--- config.mk ---
export PLATFORM = sky130hd
export DESIGN_NAME = reset_cause_flags
export DESIGN_NICKNAME = d
export VERILOG_FILES = /design/src/hdl/reset_cause_pkg.sv /design/src/hdl/pin_sync.sv /design/src/hdl/reset_cause_flags.sv
export VERILOG_INCLUDE_DIRS = /design/src /design/src/hdl
export SDC_FILE = /design/constraint.sdc
export NUM_CORES = 1
export LEC_CHECK = 0
export ABC_AREA = 1
export BUFFER_PORTS_ARGS = -buffer_cell sky130_fd_sc_hd__buf_2
export CAP_MARGIN = 40
export CORE_ASPECT_RATIO = 1.4
export CORE_MARGIN = 8
export CORE_UTILIZATION = 35
export DETAILED_ROUTE_END_ITERATION = 10
export HOLD_SLACK_MARGIN = 0.02
export MAX_ROUTING_LAYER = met4
export PLACE_DENSITY = 0.7
export SKIP_CTS_REPAIR_TIMING = 1
export SLEW_MARGIN = 25
export SYNTH_ARGS = -nofsm -noshare
export SYNTH_HDL_FRONTEND = slang
export SYNTH_HIERARCHICAL = 1
export SYNTH_SLANG_ARGS = --single-unit
--- constraint.sdc ---
create_clock -name clk -period 1.6 [get_ports clk]
set_input_delay 0.48 -clock clk [delete_from_list [all_inputs] [get_ports clk]]
set_output_delay 0.48 -clock clk [all_outputs]
set_load 0.01 [all_outputs]
--- src/hdl/reset_cause_defs.svh ---
`ifndef RESET_CAUSE_DEFS_SVH
`define RESET_CAUSE_DEFS_SVH

// ---------------------------------------------------------------
// Register word indices; the byte address is four times the index.
// ---------------------------------------------------------------
`define IDX_POWER_CONTROL 8'h30
`define IDX_DOG_FEED 8'hA6
`define IDX_DOG_CONTROL 8'hA7
`define WB_IDX_MSB 9
`define WB_IDX_LSB 2

// ---------------------------------------------------------------
// Field positions.
// ---------------------------------------------------------------
`define PWR_BROWNOUT_BIT 5
`define PWR_POWER_ON_BIT 4
`define PWR_GEN_MSB 3
`define PWR_GEN_LSB 0
`define DOG_OVF_BIT 5
`define DOG_RUN_BIT 4
`define DOG_CLK_BIT 3
`define DOG_SEL_MSB 2
`define DOG_SEL_LSB 0
`define DOG_DEF_MSB 5
`define CFG_PORT_HIGH_BIT 1

// ---------------------------------------------------------------
// Reset values.
// ---------------------------------------------------------------
`define PWR_GEN_RESET 4'h0
`define DOG_DISABLED_RESET 8'h00
`define DOG_RESET_VALUE_DEF 8'h3C
`define DOG_ENABLED_VALUE_DEF 8'h1C
`define RDATA_RESET 32'h0000_0000
`define FEED_RESET 8'h00

`endif

--- src/hdl/reset_cause_pkg.sv ---
package reset_cause_pkg;

    typedef struct packed {
        logic [2:0] shift;
        logic level;
    } sync_state_s;

    typedef struct packed {
        logic ack;
        logic [31:0] rdata;
        logic brownout_flag;
        logic power_on_flag;
        logic [3:0] power_general;
        logic dog_overflow_flag;
        logic dog_run_enable;
        logic dog_clock_select;
        logic [2:0] dog_period_sel;
        logic port_reset_high;
        logic feed;
        logic [7:0] feed_data;
        logic brownout_prev;
    } flags_state_s;

endpackage

--- src/hdl/pin_sync.sv ---
`timescale 1ns/1ns
module pin_sync
    import reset_cause_pkg::*;
(
    input wire logic clk,
    input wire logic rst,
    input wire logic ce,
    input wire logic pin,
    output logic level
);

    sync_state_s q;
    sync_state_s s;

    // -----------------------------------------------------------
    // Three stages; the level only moves once stages two and three
    // agree, so a single sampled glitch never reaches the flags.
    // -----------------------------------------------------------
    always_comb begin
        s = q;
        s.shift = {q.shift[1:0], pin};
        if (q.shift[1] == q.shift[2]) begin
            s.level = q.shift[2];
        end
        if (rst) begin
            s.shift = 3'h0;
            s.level = 1'b0;
        end
    end

    always_ff @(posedge clk) begin
        if (ce) begin
            q <= s;
        end
    end

    assign level = q.level;

endmodule

--- src/hdl/reset_cause_flags.sv ---
// Functional notes
// - Unimplemented register bits read as zero, their reset value.
// - During reset the port level follows the config byte port-high bit.
// - Reset clears power control low four bits; top two stay unused.
// - Brownout and power-on flags are untouched by any reset.
// - Power-up sets the power-on flag.
// - Brownout event or power-up sets the brownout flag.
// - Dog control loads one value on dog reset, another if enabled.
// - Non-dog reset with dog disabled clears the six defined bits.
//
// The Wishbone interface to the registers was left to the implementer.
`timescale 1ns/1ns
`include "reset_cause_defs.svh"
module reset_cause_flags
    import reset_cause_pkg::*;
#(
    parameter logic [7:0] DOG_RESET_VALUE = `DOG_RESET_VALUE_DEF,
    parameter logic [7:0] DOG_ENABLED_VALUE = `DOG_ENABLED_VALUE_DEF
)
(
    input wire logic clk,
    input wire logic rst,
    input wire logic ce,
    input wire logic wb_cyc_i,
    input wire logic wb_stb_i,
    input wire logic wb_we_i,
    input wire logic [3:0] wb_sel_i,
    input wire logic [31:0] wb_adr_i,
    input wire logic [31:0] wb_dat_i,
    output logic [31:0] wb_dat_o,
    output logic wb_ack_o,
    input wire logic power_up,
    input wire logic brownout_pin,
    input wire logic dog_reset,
    input wire logic dog_enable,
    input wire logic [7:0] user_config_byte_one,
    output logic port_reset_level,
    output logic dog_run_enable,
    output logic dog_clock_select,
    output logic [2:0] dog_period_sel,
    output logic dog_feed_strobe,
    output logic [7:0] dog_feed_data
);

    flags_state_s q;
    flags_state_s s;
    logic brownout_level;
    logic bus_req;
    logic bus_wr;
    logic [7:0] idx;
    logic [7:0] dog_load;

    // ---------------------------------------------------------------
    // Brownout detector input
    // ---------------------------------------------------------------
    pin_sync brownout_sync (
        .clk(clk),
        .rst(rst),
        .ce(ce),
        .pin(brownout_pin),
        .level(brownout_level)
    );

    // ---------------------------------------------------------------
    // Register bus and flag logic
    // ---------------------------------------------------------------
    assign bus_req = wb_cyc_i & wb_stb_i;
    assign idx = wb_adr_i[`WB_IDX_MSB:`WB_IDX_LSB];
    // Writes land on the edge where ack is seen high, as the master expects.
    assign bus_wr = bus_req & wb_we_i & q.ack & wb_sel_i[0];

    always_comb begin
        dog_load = `DOG_DISABLED_RESET;
        if (dog_reset) begin
            dog_load = DOG_RESET_VALUE;
        end else if (dog_enable) begin
            dog_load = DOG_ENABLED_VALUE;
        end
    end

    always_comb begin
        s = q;
        s.brownout_prev = brownout_level;
        s.ack = bus_req & ~q.ack;
        s.feed = 1'b0;
        if (bus_req & ~q.ack) begin
            unique case (idx)
                `IDX_POWER_CONTROL: begin
                    s.rdata = `RDATA_RESET;
                    s.rdata[`PWR_BROWNOUT_BIT] = q.brownout_flag;
                    s.rdata[`PWR_POWER_ON_BIT] = q.power_on_flag;
                    s.rdata[`PWR_GEN_MSB:`PWR_GEN_LSB] = q.power_general;
                end
                `IDX_DOG_CONTROL: begin
                    s.rdata = `RDATA_RESET;
                    s.rdata[`DOG_OVF_BIT] = q.dog_overflow_flag;
                    s.rdata[`DOG_RUN_BIT] = q.dog_run_enable;
                    s.rdata[`DOG_CLK_BIT] = q.dog_clock_select;
                    s.rdata[`DOG_SEL_MSB:`DOG_SEL_LSB] = q.dog_period_sel;
                end
                default: begin
                    s.rdata = `RDATA_RESET;
                end
            endcase
        end
        if (bus_wr && idx == `IDX_DOG_FEED) begin
            s.feed = 1'b1;
            s.feed_data = wb_dat_i[7:0];
        end
        // Bits above the defined fields are simply dropped on write.
        if (bus_wr && idx == `IDX_POWER_CONTROL) begin
            s.brownout_flag = wb_dat_i[`PWR_BROWNOUT_BIT];
            s.power_on_flag = wb_dat_i[`PWR_POWER_ON_BIT];
            s.power_general = wb_dat_i[`PWR_GEN_MSB:`PWR_GEN_LSB];
        end
        if (bus_wr && idx == `IDX_DOG_CONTROL) begin
            s.dog_overflow_flag = wb_dat_i[`DOG_OVF_BIT];
            s.dog_run_enable = wb_dat_i[`DOG_RUN_BIT];
            s.dog_clock_select = wb_dat_i[`DOG_CLK_BIT];
            s.dog_period_sel = wb_dat_i[`DOG_SEL_MSB:`DOG_SEL_LSB];
        end
        if (rst) begin
            // The brownout and power-on flags are left alone here on purpose.
            s.ack = 1'b0;
            s.rdata = `RDATA_RESET;
            s.feed = 1'b0;
            s.feed_data = `FEED_RESET;
            s.power_general = `PWR_GEN_RESET;
            s.port_reset_high = user_config_byte_one[`CFG_PORT_HIGH_BIT];
            s.dog_overflow_flag = dog_load[`DOG_OVF_BIT];
            s.dog_run_enable = dog_load[`DOG_RUN_BIT];
            s.dog_clock_select = dog_load[`DOG_CLK_BIT];
            s.dog_period_sel = dog_load[`DOG_SEL_MSB:`DOG_SEL_LSB];
        end
        // Hardware events come last so they win over a software clear.
        if (brownout_level & ~q.brownout_prev) begin
            s.brownout_flag = 1'b1;
        end
        if (power_up) begin
            s.power_on_flag = 1'b1;
            s.brownout_flag = 1'b1;
        end
        if (dog_reset) begin
            s.dog_overflow_flag = 1'b1;
        end
    end

    // A low clock enable freezes everything, reset included.
    always_ff @(posedge clk) begin
        if (ce) begin
            q <= s;
        end
    end

    assign wb_ack_o = q.ack;
    assign wb_dat_o = q.rdata;
    assign port_reset_level = q.port_reset_high;
    assign dog_run_enable = q.dog_run_enable;
    assign dog_clock_select = q.dog_clock_select;
    assign dog_period_sel = q.dog_period_sel;
    assign dog_feed_strobe = q.feed;
    assign dog_feed_data = q.feed_data;
endmodule

==> run_summary.xml <==
<?xml version="1.0" encoding="UTF-8"?>
<metrics>
  <group name="placed_design">
    <metric name="dp.final_hpwl" unit="mm">3.11</metric>
    <metric name="port_buffers" unit="">49</metric>
    <metric name="dp.cells" unit="">306</metric>
    <metric name="gp_congestion" unit="">0.805</metric>
  </group>
  <group name="yosys">
    <metric name="synth_top_family_by_area" unit="">buffers and inverters</metric>
    <metric name="yosysSeqAreaShare" unit="%">52.8</metric>
    <metric name="synthSimpleGateAreaFrac" unit="%">20.5</metric>
    <metric name="share_of_the_synthesized_area_in_compound_gates_ao_oa_aoi_oai" unit="%">3.24</metric>
    <metric name="synth.mux.area_fraction" unit="%">0</metric>
    <metric name="synth_area_per_cell" unit="µm²">9.56</metric>
    <metric name="synthDistinctLibCells" unit="">19</metric>
    <metric name="yosys.area_share.xor_xnor" unit="%">0</metric>
    <metric name="count_of_warnings_emitted_by_yosys" unit="">6</metric>
    <metric name="syn_inst" unit="">202</metric>
    <metric name="synth.ff_latch_count" unit="">34</metric>
    <metric name="synth_fa_ha_area_share" unit="%">0</metric>
    <metric name="syn-cell-area" unit="mm²">0.00193</metric>
  </group>
  <group name="outcome">
    <metric name="outcome" unit="">completed</metric>
  </group>
  <group name="min_path">
    <metric name="hold_depth" unit="">1</metric>
    <metric name="min_to" unit="">port_reset_level</metric>
    <metric name="holdCritStartpoint" unit="">user_config_byte_one[1]</metric>
    <metric name="min_path_type" unit="">primary input to flop</metric>
  </group>
  <group name="cts">
    <metric name="numCtsBuffers" unit="">5</metric>
    <metric name="cts_root_buffer" unit="">clkbuf_8</metric>
    <metric name="clk_pin_slew_worst_paths" unit="ns">0.06</metric>
    <metric name="max-clock-path-buffers" unit="">2</metric>
    <metric name="clock_insertion_delay_worst_skew" unit="ns">0.28</metric>
    <metric name="tritoncts_num_sinks" unit="">34</metric>
    <metric name="h-tree-depth" unit="">2</metric>
    <metric name="tritoncts" unit="">built</metric>
  </group>
  <group name="cells_and_area">
    <metric name="post_layout_nonfiller_instances" unit="">314</metric>
    <metric name="drive_above_1_share" unit="%">34.1</metric>
    <metric name="area_growth_syn_to_layout" unit="%">13.0</metric>
    <metric name="antenna_cells_inserted" unit="">0</metric>
    <metric name="nFillCells" unit="">566</metric>
    <metric name="layout.nets" unit="">331</metric>
  </group>
  <group name="grt">
    <metric name="antenna_violations_before_repair" unit="">0</metric>
    <metric name="groute.usage.overall" unit="%">9.63</metric>
    <metric name="grt_start_max_net_pins" unit="">23</metric>
    <metric name="grt_overflow" unit="">0</metric>
    <metric name="grt_first_pass_wirelength" unit="mm">6.26</metric>
    <metric name="grt_pass1_vias" unit="">1397</metric>
  </group>
  <group name="timing">
    <metric name="worst_clock_skew" unit="ns">0.00375</metric>
    <metric name="fin_tns_setup" unit="ns">0</metric>
    <metric name="timing.final.max_slew_violations" unit="">0</metric>
    <metric name="fmax" unit="MHz">759</metric>
    <metric name="unrepaired_setup_endpoints_after_global_routing" unit="">false</metric>
    <metric name="post-route-min-period" unit="ns">1.32</metric>
    <metric name="whs" unit="ns">0.383</metric>
    <metric name="count_of_final_hold_check_violations" unit="">0</metric>
    <metric name="timing.final.crit_share" unit="%">82.3</metric>
    <metric name="setup_viol_count_final" unit="">0</metric>
  </group>
  <group name="die">
    <metric name="fp-row-count" unit="">32</metric>
    <metric name="chipWidth" unit="µm">78.8</metric>
    <metric name="standard_cell_core_area" unit="mm²">0.00541</metric>
    <metric name="die_height" unit="µm">104</metric>
    <metric name="start_util" unit="%">35.7</metric>
    <metric name="top_level_port_count" unit="">134</metric>
    <metric name="dieArea" unit="mm²">0.00819</metric>
  </group>
  <group name="worst_setup_path">
    <metric name="critPathMaxFanout" unit="">5</metric>
    <metric name="worst-endpoint-arrival" unit="ns">1.28</metric>
    <metric name="cp-end-kind" unit="">flop</metric>
    <metric name="reg2regPathDepth" unit="">4</metric>
    <metric name="timing.reg2reg.setup_slack" unit="ns">0.28</metric>
    <metric name="worstSetupPathType" unit="">flop to flop</metric>
    <metric name="setup.worst_path.start_class" unit="">flop</metric>
    <metric name="r2r_start" unit="">wb_ack_o</metric>
    <metric name="worstReg2RegEnd" unit="">dog_run_enable</metric>
    <metric name="worst_ep_required_time" unit="ns">1.57</metric>
  </group>
  <group name="run">
    <metric name="maxCapViolCount" unit="">0</metric>
  </group>
  <group name="routing">
    <metric name="post_drt_via_cell_ratio" unit="">4.13</metric>
    <metric name="detailroute.via_count" unit="">1297</metric>
    <metric name="detail_route.wirelength" unit="mm">3.78</metric>
    <metric name="routedWlPerCell" unit="µm">12.0</metric>
    <metric name="initial_drc_count" unit="">35</metric>
    <metric name="ant_nets" unit="">0</metric>
    <metric name="drt_first_pass_iters" unit="">4</metric>
    <metric name="drt_drc_violations_left" unit="">0</metric>
  </group>
  <group name="power">
    <metric name="leakage" unit="nW">1.02</metric>
    <metric name="overall_power_of_the_completed_layout" unit="mW">1.87</metric>
    <metric name="pwr_density_cell" unit="mW/mm²">856</metric>
    <metric name="peakVddDrop" unit="µV">413</metric>
  </group>
</metrics>
## sequential cells by signal, summed over array words and instances, names as in the netlist
| name | count |
|---|---|
| port_reset_level | 1 |
| dog_period_sel | 3 |
| wb_dat_o | 6 |
| brownout_sync/level | 1 |
| dog_feed_data | 8 |
| brownout_sync/q | 3 |
| q | 8 |
| wb_ack_o | 1 |
| dog_feed_strobe | 1 |
| dog_clock_select | 1 |
| dog_run_enable | 1 |
## report_power, final
group	total, mW	internal, mW	switching [mW]
clock	0.594	0.299	0.295
combinational	0.229	0.0804	0.149
sequential	1.05	1.03	0.0150
total	1.87	1.41	0.459
## cell usage after synthesis, drive strengths merged
| cell type | count | area, µm² |
|---|---|---|
| inv | 31 | 116 |
| clkbuf | 1 | 3.75 |
| o21bai | 1 | 7.51 |
| a21oi | 6 | 30.0 |
| conb | 1 | 3.75 |
| edfxtp | 34 | 1020 |
| buf | 44 | 328 |
| nor3 | 1 | 5.00 |
| nand3b | 1 | 7.51 |
| nand2 | 25 | 101 |
| o21ai | 5 | 25.0 |
| nor2 | 34 | 180 |
| nand3 | 18 | 103 |
## routing by layer
metal / global-route usage, % / vias up / wire [µm]
li1: - / 656 / -
met1: 9.20 / 590 / 1410
met2: 17.1 / 49 / 2050
met3: 3.29 / 2 / 293
met4: 3.72 / 0 / 24
met5: - / - / 0
## cells by family after synthesis
kind of cell	Yosys count
AND/OR/NAND/NOR	79
AO/OA/AOI/OAI	12
flip-flops	34
other	1
buffers and inverters	76
## worst max-delay path, cell delays in order (launching register included)
cell and delay (ns):
edfxtp_1 0.36, nand2_1 0.07, nor3_1 0.25, nand2_1 0.13
nand2_1 0.20
## stage by stage
stage	instance area [µm²]	utilization, %	setup WS (ns)
5_1_grt	2180	40.4	0.118
6_report	2180	40.4	0.283
4_1_cts	2180	40.4	0.263
3_5_place_dp	2100	38.9	0.0286
2_1_floorplan	2030	-	0.107
3_3_place_gp	2100	38.9	0.0720
## how the worst max path moves through the flow
stage / startpoint / endpoint / slack (ns) / cells after the start
finish: wb_ack_o / dog_run_enable / 0.28 / 4
CTS: wb_ack_o / dog_run_enable / 0.26 / 4
floorplan: wb_ack_o / wb_dat_o[0] / 0.11 / 2
global route: wb_ack_o / dog_run_enable / 0.12 / 4
detailed placement: wb_adr_i[5] / dog_period_sel[1] / 0.03 / 8
global placement: wb_adr_i[5] / dog_period_sel[1] / 0.07 / 8
## area by class of cell
type | count | area, µm² | area share, %
Multi-Input combinational cell | 117 | 557 | 25.5
Timing Repair Buffer | 56 | 323 | 14.8
Sequential cell | 34 | 1020 | 46.8
Tap cell | 68 | 85.1 | 3.90
Inverter | 31 | 116 | 5.33
Clock inverter | 2 | 8.76 | 0.401
Clock buffer | 6 | 72.6 | 3.32
## layout by cell type, fill, tap and decap left out
master,instances
nor2_4,3
buf_12,2
clkinv_1,1
o21ai_0,5
edfxtp_1,34
buf_2,49
nor3_1,1
nand3_1,17
nor2_1,19
conb_1,26
nand2_1,22
clkbuf_8,5
nand3_4,1
a21oi_1,6
o21bai_1,1
clkbuf_1,1
inv_2,3
clkinv_2,1
nand2_2,3
nor2_2,12
nand3b_1,1
buf_4,5
inv_1,28
(Power assumes the default switching activity.)
